### src/rtl/tsf_defines.svh
// register offsets, field positions and reset values for the transmit status flags
`ifndef TSF_DEFINES_SVH
`define TSF_DEFINES_SVH

// ************************************************************
// offsets
// ************************************************************
`define TSF_STATUS_OFFSET 8'hC0
`define TSF_ENABLES_OFFSET 8'hBC
`define TSF_ADDR_W 8

// ************************************************************
// status register fields
// ************************************************************
`define TSF_ST_STARVED 0
`define TSF_ST_EARLY_SYNC 1
`define TSF_ST_CLOCK_FAULT 2
`define TSF_ST_SLOT_PARITY 3
`define TSF_ST_FINAL_SLOT 4
`define TSF_ST_BUFFER_EMPTY 5
`define TSF_ST_FRAME_START 6
`define TSF_ST_OVERWRITE 7
`define TSF_ST_ERROR_SUM 8

// ************************************************************
// interrupt enable register fields
// ************************************************************
`define TSF_EN_STARVED 0
`define TSF_EN_EARLY_SYNC 1
`define TSF_EN_CLOCK_FAULT 2
`define TSF_EN_OVERWRITE 3
`define TSF_EN_FINAL_SLOT 4
`define TSF_EN_BUFFER_EMPTY 5
`define TSF_EN_FRAME_START 7

// ************************************************************
// reset values and masks
// ************************************************************
`define TSF_FLAGS_RESET 7'h00
`define TSF_ENABLES_RESET 8'h00
`define TSF_ENABLES_MASK 8'hBF

`endif

### src/rtl/tsf_pkg.sv
// types shared by the transmit status flags block
package tsf_pkg;

    // hardware events, each a one-cycle pulse except final_slot, a level that qualifies the buffer move
    typedef struct packed {
        logic port_overwrite;
        logic frame_start;
        logic buffer_moved;
        logic serializer_release;
        logic final_slot;
        logic clock_fault;
        logic early_sync;
        logic starved;
    } tsf_events_t;

    // sticky flags in status-register order, bit 7 down to bit 0 minus bit 3
    typedef struct packed {
        logic overwrite;
        logic frame_start;
        logic buffer_empty;
        logic final_slot;
        logic clock_fault;
        logic early_sync;
        logic starved;
    } tsf_flags_t;

    typedef struct packed {
        logic [7:0] addr;
        logic [31:0] wdata;
        logic wr;
        logic rd;
    } tsf_bus_req_t;

    typedef enum logic [0:0] {
        TSF_RD_IDLE,
        TSF_RD_VALID
    } tsf_rd_state_t;

endpackage

### src/rtl/tsf_transmit_status_flags.sv
// transmit status register with sticky event flags and interrupt logic
`timescale 1ns/10ps
`include "tsf_defines.svh"

// How it works
// - hardware set beats a same-cycle clear; flag stays set, interrupt stays asserted
// - bit 8 reads OR of starved, early sync, clock fault, overwrite
// - bit 7 sets when more serializers written per slot than transmitters
// - interrupt asserts while any flag and its enable are both one
// - flags reset to zero; write one clears, write zero leaves alone
// - bit 6 sets on a new frame sync pulse
// - bit 5 sets when holding buffer moves into shift register
// - bit 5 also sets when serializers leave reset
// - each setting of bit 5 raises a dma request
// - bit 4 sets with bit 5 when slot is last of frame
// - bit 3 mirrors slot counter lsb, read only
// - bits 31 to 9 read zero and ignore writes
// - early sync flag sets on frame sync earlier than expected
// - starved flag sets on move with no new buffer data
// - clock fault flag sets when clock checker reports error
// - enable bits: 7,5,4,3,2,1,0 as frame, data, last, overwrite, clk, sync, under
module tsf_transmit_status_flags (
    input wire logic mclk,
    input wire logic rstn,
    input wire logic [7:0] reg_addr,
    input wire logic [31:0] reg_wdata,
    input wire logic reg_wr,
    input wire logic reg_rd,
    output logic [31:0] reg_rdata,
    input wire logic port_overwrite,
    input wire logic frame_start,
    input wire logic buffer_moved,
    input wire logic serializer_release,
    input wire logic final_slot,
    input wire logic clock_fault,
    input wire logic early_sync,
    input wire logic starved,
    input wire logic tx_slot_counter_lsb,
    output logic tx_interrupt_request,
    output logic tx_dma_request
);

    // ************************************************************
    // bus decode
    // ************************************************************
    tsf_pkg::tsf_bus_req_t req;
    tsf_pkg::tsf_events_t ev;
    tsf_pkg::tsf_flags_t flags;
    tsf_pkg::tsf_flags_t set_vec;
    tsf_pkg::tsf_flags_t clr_vec;
    logic status_wr;
    logic enables_wr;
    logic [7:0] enables;
    logic [7:0] next_enables;
    logic [31:0] rdata_mux;
    logic [31:0] next_rdata;
    logic buffer_set;
    logic next_dma;
    logic error_sum;

    function automatic logic tsf_hit(input logic [7:0] a, input logic [7:0] o);
        tsf_hit = (a == o);
    endfunction

    assign req = '{addr: reg_addr, wdata: reg_wdata, wr: reg_wr, rd: reg_rd};
    assign ev = '{port_overwrite: port_overwrite, frame_start: frame_start,
                  buffer_moved: buffer_moved,
                  serializer_release: serializer_release,
                  final_slot: final_slot, clock_fault: clock_fault,
                  early_sync: early_sync, starved: starved};
    assign status_wr = req.wr && tsf_hit(req.addr, `TSF_STATUS_OFFSET);
    assign enables_wr = req.wr && tsf_hit(req.addr, `TSF_ENABLES_OFFSET);

    // ************************************************************
    // flag set and clear vectors
    // ************************************************************
    assign buffer_set = ev.buffer_moved || ev.serializer_release;

    always_comb begin
        set_vec.overwrite = ev.port_overwrite;
        set_vec.frame_start = ev.frame_start;
        set_vec.buffer_empty = buffer_set;
        set_vec.final_slot = buffer_set && ev.final_slot;
        set_vec.clock_fault = ev.clock_fault;
        set_vec.early_sync = ev.early_sync;
        set_vec.starved = ev.starved;
        // write one clears, zero ignored
        clr_vec.overwrite = status_wr &&
            req.wdata[`TSF_ST_OVERWRITE];
        clr_vec.frame_start = status_wr && req.wdata[`TSF_ST_FRAME_START];
        clr_vec.buffer_empty = status_wr && req.wdata[`TSF_ST_BUFFER_EMPTY];
        clr_vec.final_slot = status_wr && req.wdata[`TSF_ST_FINAL_SLOT];
        clr_vec.clock_fault = status_wr && req.wdata[`TSF_ST_CLOCK_FAULT];
        clr_vec.early_sync = status_wr && req.wdata[`TSF_ST_EARLY_SYNC];
        clr_vec.starved = status_wr && req.wdata[`TSF_ST_STARVED];
    end

    // ************************************************************
    // sticky flags
    // ************************************************************
    genvar gi;
    generate
        for (gi = 0; gi < 7; gi = gi + 1) begin : g_flag
            tsf_flag_cell u_cell (
                .mclk(mclk),
                .rstn(rstn),
                .set_event(set_vec[gi]),
                .clear_write(clr_vec[gi]),
                .flag(flags[gi])
            );
        end
    endgenerate

    // ************************************************************
    // interrupt enables
    // ************************************************************
    always_comb begin
        next_enables = enables;
        if (enables_wr) begin
            next_enables = req.wdata[7:0] & `TSF_ENABLES_MASK;
        end
    end

    always_ff @(posedge mclk or negedge rstn) begin
        if (!rstn) begin
            enables <= `TSF_ENABLES_RESET;
        end else begin
            enables <= next_enables;
        end
    end

    // level output; a set in the same cycle as its clear keeps it asserted
    assign tx_interrupt_request =
        (flags.frame_start && enables[`TSF_EN_FRAME_START]) ||
        (flags.buffer_empty && enables[`TSF_EN_BUFFER_EMPTY]) ||
        (flags.final_slot && enables[`TSF_EN_FINAL_SLOT]) ||
        (flags.overwrite && enables[`TSF_EN_OVERWRITE]) ||
        (flags.clock_fault && enables[`TSF_EN_CLOCK_FAULT]) ||
        (flags.early_sync && enables[`TSF_EN_EARLY_SYNC]) ||
        (flags.starved && enables[`TSF_EN_STARVED]);

    // ************************************************************
    // dma request: one-cycle pulse as the data ready flag is set
    // ************************************************************
    assign next_dma = buffer_set;

    always_ff @(posedge mclk or negedge rstn) begin
        if (!rstn) begin
            tx_dma_request <= 1'b0;
        end else begin
            tx_dma_request <= next_dma;
        end
    end

    // ************************************************************
    // read path
    // ************************************************************
    assign error_sum = flags.starved || flags.early_sync ||
        flags.clock_fault || flags.overwrite;

    always_comb begin
        rdata_mux = 32'h00000000;
        if (tsf_hit(req.addr, `TSF_STATUS_OFFSET)) begin
            rdata_mux[`TSF_ST_ERROR_SUM] = error_sum;
            rdata_mux[`TSF_ST_OVERWRITE] = flags.overwrite;
            rdata_mux[`TSF_ST_FRAME_START] = flags.frame_start;
            rdata_mux[`TSF_ST_BUFFER_EMPTY] = flags.buffer_empty;
            rdata_mux[`TSF_ST_FINAL_SLOT] = flags.final_slot;
            rdata_mux[`TSF_ST_SLOT_PARITY] = tx_slot_counter_lsb;
            rdata_mux[`TSF_ST_CLOCK_FAULT] = flags.clock_fault;
            rdata_mux[`TSF_ST_EARLY_SYNC] = flags.early_sync;
            rdata_mux[`TSF_ST_STARVED] = flags.starved;
        end else if (tsf_hit(req.addr, `TSF_ENABLES_OFFSET)) begin
            rdata_mux[7:0] = enables;
        end
    end

    // read data valid only in the cycle after the strobe
    always_comb begin
        next_rdata = 32'h00000000;
        if (req.rd) begin
            next_rdata = rdata_mux;
        end
    end

    always_ff @(posedge mclk or negedge rstn) begin
        if (!rstn) begin
            reg_rdata <= 32'h00000000;
        end else begin
            reg_rdata <= next_rdata;
        end
    end

endmodule

### src/rtl/tsf_flag_cell.sv
// one sticky write-one-to-clear flag
`timescale 1ns/10ps
module tsf_flag_cell (
    input wire logic mclk,
    input wire logic rstn,
    input wire logic set_event,
    input wire logic clear_write,
    output logic flag
);

    logic next_flag;

    // set beats clear so a colliding event is never lost
    always_comb begin
        next_flag = flag;
        if (clear_write) begin
            next_flag = 1'b0;
        end
        if (set_event) begin
            next_flag = 1'b1;
        end
    end

    always_ff @(posedge mclk or negedge rstn) begin
        if (!rstn) begin
            flag <= 1'b0;
        end else begin
            flag <= next_flag;
        end
    end

endmodule

### config.mk
export PLATFORM = sky130hd
export DESIGN_NAME = tsf_transmit_status_flags
export DESIGN_NICKNAME = d
export VERILOG_FILES = /design/src/rtl/tsf_pkg.sv /design/src/rtl/tsf_transmit_status_flags.sv /design/src/rtl/tsf_flag_cell.sv
export VERILOG_INCLUDE_DIRS = /design/src /design/src/rtl
export SDC_FILE = /design/constraint.sdc
export NUM_CORES = 1
export LEC_CHECK = 0
export BUFFER_PORTS_ARGS = -buffer_cell sky130_fd_sc_hd__buf_4
export CELL_PAD_IN_SITES_DETAIL_PLACEMENT = 1
export CELL_PAD_IN_SITES_GLOBAL_PLACEMENT = 1
export CORE_MARGIN = 2
export CORE_UTILIZATION = 32
export DETAILED_ROUTE_END_ITERATION = 7
export GPL_ROUTABILITY_DRIVEN = 0
export HOLD_SLACK_MARGIN = 0.1
export PLACE_DENSITY = 0.81
export SETUP_SLACK_MARGIN = 0.05
export SLEW_MARGIN = 20
export SYNTH_ARGS = -nofsm -noshare
export SYNTH_HDL_FRONTEND = slang
export SYNTH_SLANG_ARGS = --single-unit
### constraint.sdc
create_clock -name mclk -period 2.5 [get_ports mclk]
set_input_delay 0.375 -clock mclk [delete_from_list [all_inputs] [get_ports mclk]]
set_output_delay 0.375 -clock mclk [all_outputs]
set_load 0.1 [all_outputs]
==> summary.md, run 1 <==
| Metric | Value |
|---|---|
| Max Clk Rate | `around 540 MHz` |
| Post-DP HPWL | `approximately 2300 um` |
| Bufs and invs on worst path | `1` |
| CP max stage delay | `between 0.4 and 0.5 ns` |
| Slowest CP cell | `dfrtp_1` |
| Die H | `around 67 um` |
| Syn avg cell area | `approximately 11 um^2` |
| Setup_tns | `0 ns` |
| Antenna violations before repair | `0` |
| Unrepaired setup endpoints after global routing | `no` |
| Largest net degree at the start of global routing | `25` |
| Final Worst Setup Slack | `around 0.66 ns` |
| LEAKAGE | `0.763 nW` |
| Pre-CTS setup slack | `between 0.7 and 0.8 ns` |
| Final hold vios | `0` |
| Initial DRC count | `95` |
| CTS H-tree depth | `1` |
| Mapped Area | `~1300 um^2` |
| Number of distinct library cells after synthesis | `24` |
| Synthesized-area fraction occupied by adder cells | `0` |
| Slew Limit Fails | `0` |
| DR vias | `963` |
| Input/output buffers | `39` |
| Crit-path max FO | `4` |
| Synth Area in Simple Gates | `0.183` |
| Pwr Density | `between 500 and 600 nW/um^2` |
| Final wirelength | `approximately 3000 um` |
| Num CTS Buffers | `3` |
| Deepest clock path buffer count | `2` |
| All-Layer GR Usage | `0.141` |
| Startpoint Class | `flip-flop` |
| Rows | `23` |
| Compound-gate portion of the synthesized area | `0.0829` |
| Clk slew on worst S/H paths | `approximately 0.08 ns` |
| Clock Root Buffer | `clkbuf_8` |
| # diodes | `0` |
| Max cap viols | `0` |
| Global-route wire length before repair | `roughly 4700 um` |
| Gr ovfl total | `0` |
| Most frequent cells in the layout | `40 x buf_4, 24 x dfrtp_1, 23 x conb_1` |
| M2 GR Usage | `0.248` |
| Setup Fix Bufs, Post-CTS | `0` |
| Pre-antenna DRT Iters | `4` |
| Post-CTS Resized | `0` |
| Met3 GRT Util | `0.0250` |
| HP Class | `primary input to flip-flop` |
| Vias in the first global route | `a little under 1000` |
| Largest family of logic cells by synthesized area | `simple AND/OR/NAND/NOR gates` |
| Cell Chain, Critical Path | `a222oi_1, nand3_1, buf_4` |
| Post-synthesis sequential area ratio | `0.468` |
| Area grow syn2layout | `23.5%` |
| Busiest grt layer | `met2` |
| Die X | `67.3 um` |
| CTS tree | `done` |
| Post-route clock period utilization | `0.737` |
| Mux cell area share after synthesis | `0.0820` |
| Die area | `4530 um^2` |
| Synthesized flop and latch total | `24` |
| Yosys warns | `0` |
| Via-per-instance ratio | `4.70` |
| Worst path top cell family by delay | `flip-flops` |
| Number of top-level pins | `87` |
| Met1 usage | `0.168` |
| CORE AREA | `about 4000 um^2` |
| VDD IR-drop max | `0.000166 V` |
| Clock net sink count | `24` |
| Fin Clk Skew | `0.000837 ns` |
| Min Tclk post-route | `around 1.8 ns` |
| Share of post-route cells with drive strength above 1 | `0.355` |
| Gate Count Post-Synth | `116` |
| Worst Path Arrival | `between 1 and 1.5 ns` |
| Clk_lat worst skew | `around 0.27 ns` |
| Final nets | `roughly 210` |
| Finish-stage setup viols | `0` |
| Synth Area in XOR/XNOR | `0` |
| CP Capture Type | `primary output` |
| Data required, critical path | `~2.1 ns` |
| Status | `complete, no violations` |
| Starting Density | `0.328` |
| Per-cell routed wire length | `about 15 um` |
| Commonest non-fill, non-tap cell in the layout | `buf_4` |
| DRC errors left | `0` |
| ANT nets after route | `0` |
| Crit Path Category | `flip-flop to primary output` |
-- power by group --
part / leakage [nW] / switching [mW] / internal [mW]
clock network: 0.0288 / 0.119 / 0.141
registers: 0.294 / 0.00532 / 0.394
logic: 0.440 / 0.226 / 0.0534
-- flip-flops by register name, indices dropped and copies added (netlist names) --
signal              flops
tx_dma_request          1
g_flag.u_cell.flag      7
reg_rdata               9
enables                 7
-- area by class of cell --
class	count	area [um^2]
multi-input combinational	80	533
fill	468	2330
inverter	6	22.5
tap	50	62.6
sequential	24	601
clock buffer	4	55.1
timing repair buffer	41	310
-- final timing paths --
check	start	to	slack, ns	cells past startpoint
worst max register to register	g_flag[1].u_cell.flag	reg_rdata[8]	1.50	2
min in group asynchronous	rstn	reg_rdata[6]	0.54	2
worst min register to register	g_flag[3].u_cell.flag	g_flag[3].u_cell.flag	0.55	1
worst max-delay path	g_flag[0].u_cell.flag	tx_interrupt_request	0.66	3
worst min-delay path	reg_wdata[6]	g_flag[5].u_cell.flag	0.28	2
max in group asynchronous	rstn	enables[1]	1.72	2
-- cells in the mapped netlist (all sizes together) --
cell,instances,area [um^2]
nand4b,1,8.76
and4b,1,10.0
conb,1,3.75
nor2,8,30.0
a22oi,2,15.0
nand3,10,62.6
buf,27,205
a31oi,6,37.5
inv,6,22.5
dfrtp,24,601
and3b,1,8.76
nor4,1,6.26
clkbuf,1,3.75
nor4b,2,30.0
a22o,1,8.76
nor4bb,1,10.0
and4bb,1,16.3
nand3b,7,52.6
mux2,7,105
a21oi,7,35.0
a222oi,1,10.0
-- per-layer routing --
metal	part of all wire	vias up
met5	0	-
met4	0.013	0
met3	0.083	4
met2	0.52	48
met1	0.38	475
li1	-	436
-- timing repair --
item	in CTS	in global routing
hold buffers	1	0
endpoints found under the setup margin	0	0
hold endpoints to repair	24	0
-- per-stage QoR --
stage                     power [mW]  area, um^2  hold WS (ns)  instances  utilization
after CTS                      0.949        1580         0.277        205        0.405
after global placement         0.682        1520         0.280        200        0.388
after global routing           0.976        1580         0.281        205        0.405
after detailed placement       0.686        1520         0.292        200        0.388
after floorplan                0.654        1370        0.0794        138            -
final                          0.939        1580         0.281        205        0.405
-- kinds of logic after synthesis --
group | Yosys count
other | 1
buffers and inverters | 34
AOI/OAI and AO/OA | 17
DFF | 24
muxes | 7
and+or+nand+nor | 33
(Power assumes the default switching activity.)
==> run 2: changes to the inputs <==
- CORE_UTILIZATION: 32 -> 26
- PLACE_DENSITY: 0.81 -> 0.7
- clock period: 2.5 -> 1.55 ns (I/O delays scaled with it)
==> run 2 against run 1 <==
Effect of this change:
- the run now ends with negative setup slack left
- final area rose by 3.9%
- first-iteration DRC count fell by 55%
- clock-buffer cell count fell by 1
- non-clock buffer count rose by 2
- die area rose by 22%
- combinational power rose by 65%
- power rose by 77%
- flip-flop and latch count did not move
- clock skew rose by 0.0062 ns
- setup slack got worse by 0.80 ns
- via count fell by 1.9%
==> summary.md, run 2 (synthesis gave the netlist of run 1 again) <==
| Metric | Value |
|---|---|
| Final Worst Setup Slack | `-0.140 ns (was 0.658 ns)` |
| VDD IR-drop max | `0.000308 V (was 0.000166 V)` |
| Sw frac | `0.354 (was 0.373)` |
| Reg-to-reg startpoint | `g_flag[0].u_cell.flag (was g_flag[1].u_cell.flag)` |
| Post-route clock period utilization | `1.09` |
| Gr ovfl total | `0 (unchanged)` |
| Slew Limit Fails | `0 (unchanged)` |
| Final nets | `211 (was 209)` |
| Global-route wire length before repair | `4770 um (was 4720 um)` |
| Status | `finished, violations left (was complete, no violations)` |
| Min Tclk post-route | `1.69 ns` |
| Reg2reg path depth | `3 (was 2)` |
| LEAKAGE | `0.785 nW (was 0.763 nW)` |
| Die H | `74.2 um (was 67.3 um)` |
| Final Util | `0.346 (was 0.405)` |
| ANT nets after route | `0 (unchanged)` |
| P_int | `1.07 mW (was 588 uW)` |
| Startpoint Class | `flip-flop (unchanged)` |
| Final hold vios | `0 (unchanged)` |
| Footprint of the multi-input gates | `538 um^2 (was 533 um^2)` |
| Largest net degree at the start of global routing | `25 (unchanged)` |
| Input/output buffers | `39 (unchanged)` |
| Max Clk Rate | `between 500 and 600 MHz` |
| Worst Path Arrival | `1.46 ns (was 1.47 ns)` |
| Antenna violations before repair | `0 (unchanged)` |
| Post-DP HPWL | `2260 um (was 2310 um)` |
| Max cap viols | `0 (unchanged)` |
| CP Capture Type | `primary output (unchanged)` |
| Fillers | `563 (was 468)` |
| Pwr Density | `1010 nW/um^2 (was 593 nW/um^2)` |
| Most frequent cells in the layout | `41 x buf_4, 24 x dfrtp_1, 23 x conb_1 (was 40 x buf_4, 24 x dfrtp_1, 23 x conb_1)` |
| Crit-path max FO | `3 (was 4)` |
| Num CTS Buffers | `3 (unchanged)` |
| Largest regs | `reg_rdata: 9 flops, enables: 7 flops, g_flag.u_cell.flag: 7 flops (unchanged)` |
| DR vias | `945 (was 963)` |
| Unrepaired setup endpoints after global routing | `yes (was no)` |
| Clk slew on worst S/H paths | `0.09 ns (was 0.08 ns)` |
| Worst Hold Depth | `2 (unchanged)` |
| DRC errors left | `0 (unchanged)` |
| Commonest non-fill, non-tap cell in the layout | `buf_4 (unchanged)` |
| Clk_lat worst skew | `0.28 ns (was 0.27 ns)` |
| All-Layer GR Usage | `0.119 (was 0.141)` |
| Via-per-instance ratio | `4.22 (was 4.70)` |
| Vias in the first global route | `985 (was 983)` |
| Clock net sink count | `24 (unchanged)` |
| Pwr Total | `1.66 mW (was 939 uW)` |
| Largest register FFs | `9 (unchanged)` |
| Pre-antenna DRT Iters | `4 (unchanged)` |
| Final wirelength | `3070 um (was 2990 um)` |
| Violated checks | `negative setup slack` |
| Reg power frac | `0.387 (was 0.426)` |
| Die area | `5510 um^2 (was 4530 um^2)` |
| Hold_sp | `reg_wdata[6] (unchanged)` |
| Deepest clock path buffer count | `2 (unchanged)` |
| Rows | `25 (was 23)` |
| Non-filler cells, final | `224 (was 205)` |
| Setup_tns | `-0.140 ns (was 0 ns)` |
| Net switching power | `590 uW (was 351 uW)` |
| HP Class | `primary input to flip-flop (unchanged)` |
| Hold slack | `0.126 ns (was 0.281 ns)` |
| Sequential cell area | `601 um^2 (unchanged)` |
| Initial DRC count | `43 (was 95)` |
| Reg with most FFs | `reg_rdata (unchanged)` |
| Clk network pwr share | `0.337 (was 0.277)` |
| Die X | `74.2 um (was 67.3 um)` |
| Share of post-route cells with drive strength above 1 | `0.369 (was 0.355)` |
| CTS H-tree depth | `1 (unchanged)` |
| Crit Path Category | `flip-flop to primary output (unchanged)` |
| Per-cell routed wire length | `13.7 um (was 14.6 um)` |
| Finish-stage setup viols | `1 (was 0)` |
| Area grow syn2layout | `28.3% (was 23.5%)` |
| CORE AREA | `4750 um^2 (was 3910 um^2)` |
| CTS tree | `done (unchanged)` |
| Starting Density | `0.270 (was 0.328)` |
| Number of top-level pins | `87 (unchanged)` |
| Placed Cells | `219 (was 200)` |
| Clock Root Buffer | `clkbuf_8 (unchanged)` |
| Critical path launch point | `enables[0] (was g_flag[0].u_cell.flag)` |
| # diodes | `0 (unchanged)` |
| Data required, critical path | `1.32 ns (was 2.12 ns)` |
| Comb power frac | `0.276 (was 0.297)` |
| Fin Clk Skew | `0.00707 ns (was 0.000837 ns)` |
## run 2: changes by cell type in the layout (fill, tap and decap cells not counted), sizes merged
cell and delta:
buf +2, bufinv +1, clkbuf -1
## run 2: repair_timing
item / CTS / global route
setup endpoints to repair: 1 / 1
gates resized for setup: 1 / 0
hold endpoints to repair: 24 / 0
pin swaps: 1 / 1
hold buffers: 1 / 0
buffers inserted: 0 / 0
## run 2: area by class of cell
cell class	count	area share
Clock inverter	1	0.0183
Tap cell	67	0.0510
Multi-Input combinational cell	80	0.327
Clock buffer	3	0.0251
Inverter	6	0.0137
Timing Repair Buffer	43	0.200
Sequential cell	24	0.365
## run 2: per-stage QoR
step | worst slack (ns) | instance area [um^2]
final | -0.140 | 1650
after CTS | -0.182 | 1650
after detailed placement | 0.151 | 1560
after floorplan | 0.0569 | 1370
after global placement | 0.131 | 1560
after global routing | -0.169 | 1650
## run 2: power groups by stage
stage	sequential, mW	combinational [mW]	clock [mW]
2_1_floorplan	0.667	0.391	0
3_3_place_gp	0.656	0.449	0
3_5_place_dp	0.657	0.452	0
4_1_cts	0.645	0.461	0.575
5_1_grt	0.646	0.476	0.599
6_report	0.644	0.459	0.561
## run 2: critical path, stage by stage (launching register included)
cell and delay, ns:
dfrtp_1 0.41, a222oi_1 0.43, nand3_2 0.13, buf_6 0.21
## run 2: metal layers
layer	track usage	vias up	part of all wire
li1	-	441	-
met1	0.147	442	0.43
met2	0.190	57	0.44
met3	0.0285	5	0.10
met4	0.0655	0	0.024
met5	0	-	0
## run 2: path summary, 6_finish.rpt
path	slack, ns	endpoint
setup / recovery	-0.14	tx_interrupt_request
max in group asynchronous	0.92	enables[7]
hold reg to reg	0.55	g_flag[3].u_cell.flag
hold / removal	0.13	g_flag[5].u_cell.flag
setup reg to reg	0.47	reg_rdata[8]
min in group asynchronous	0.39	reg_rdata[4]
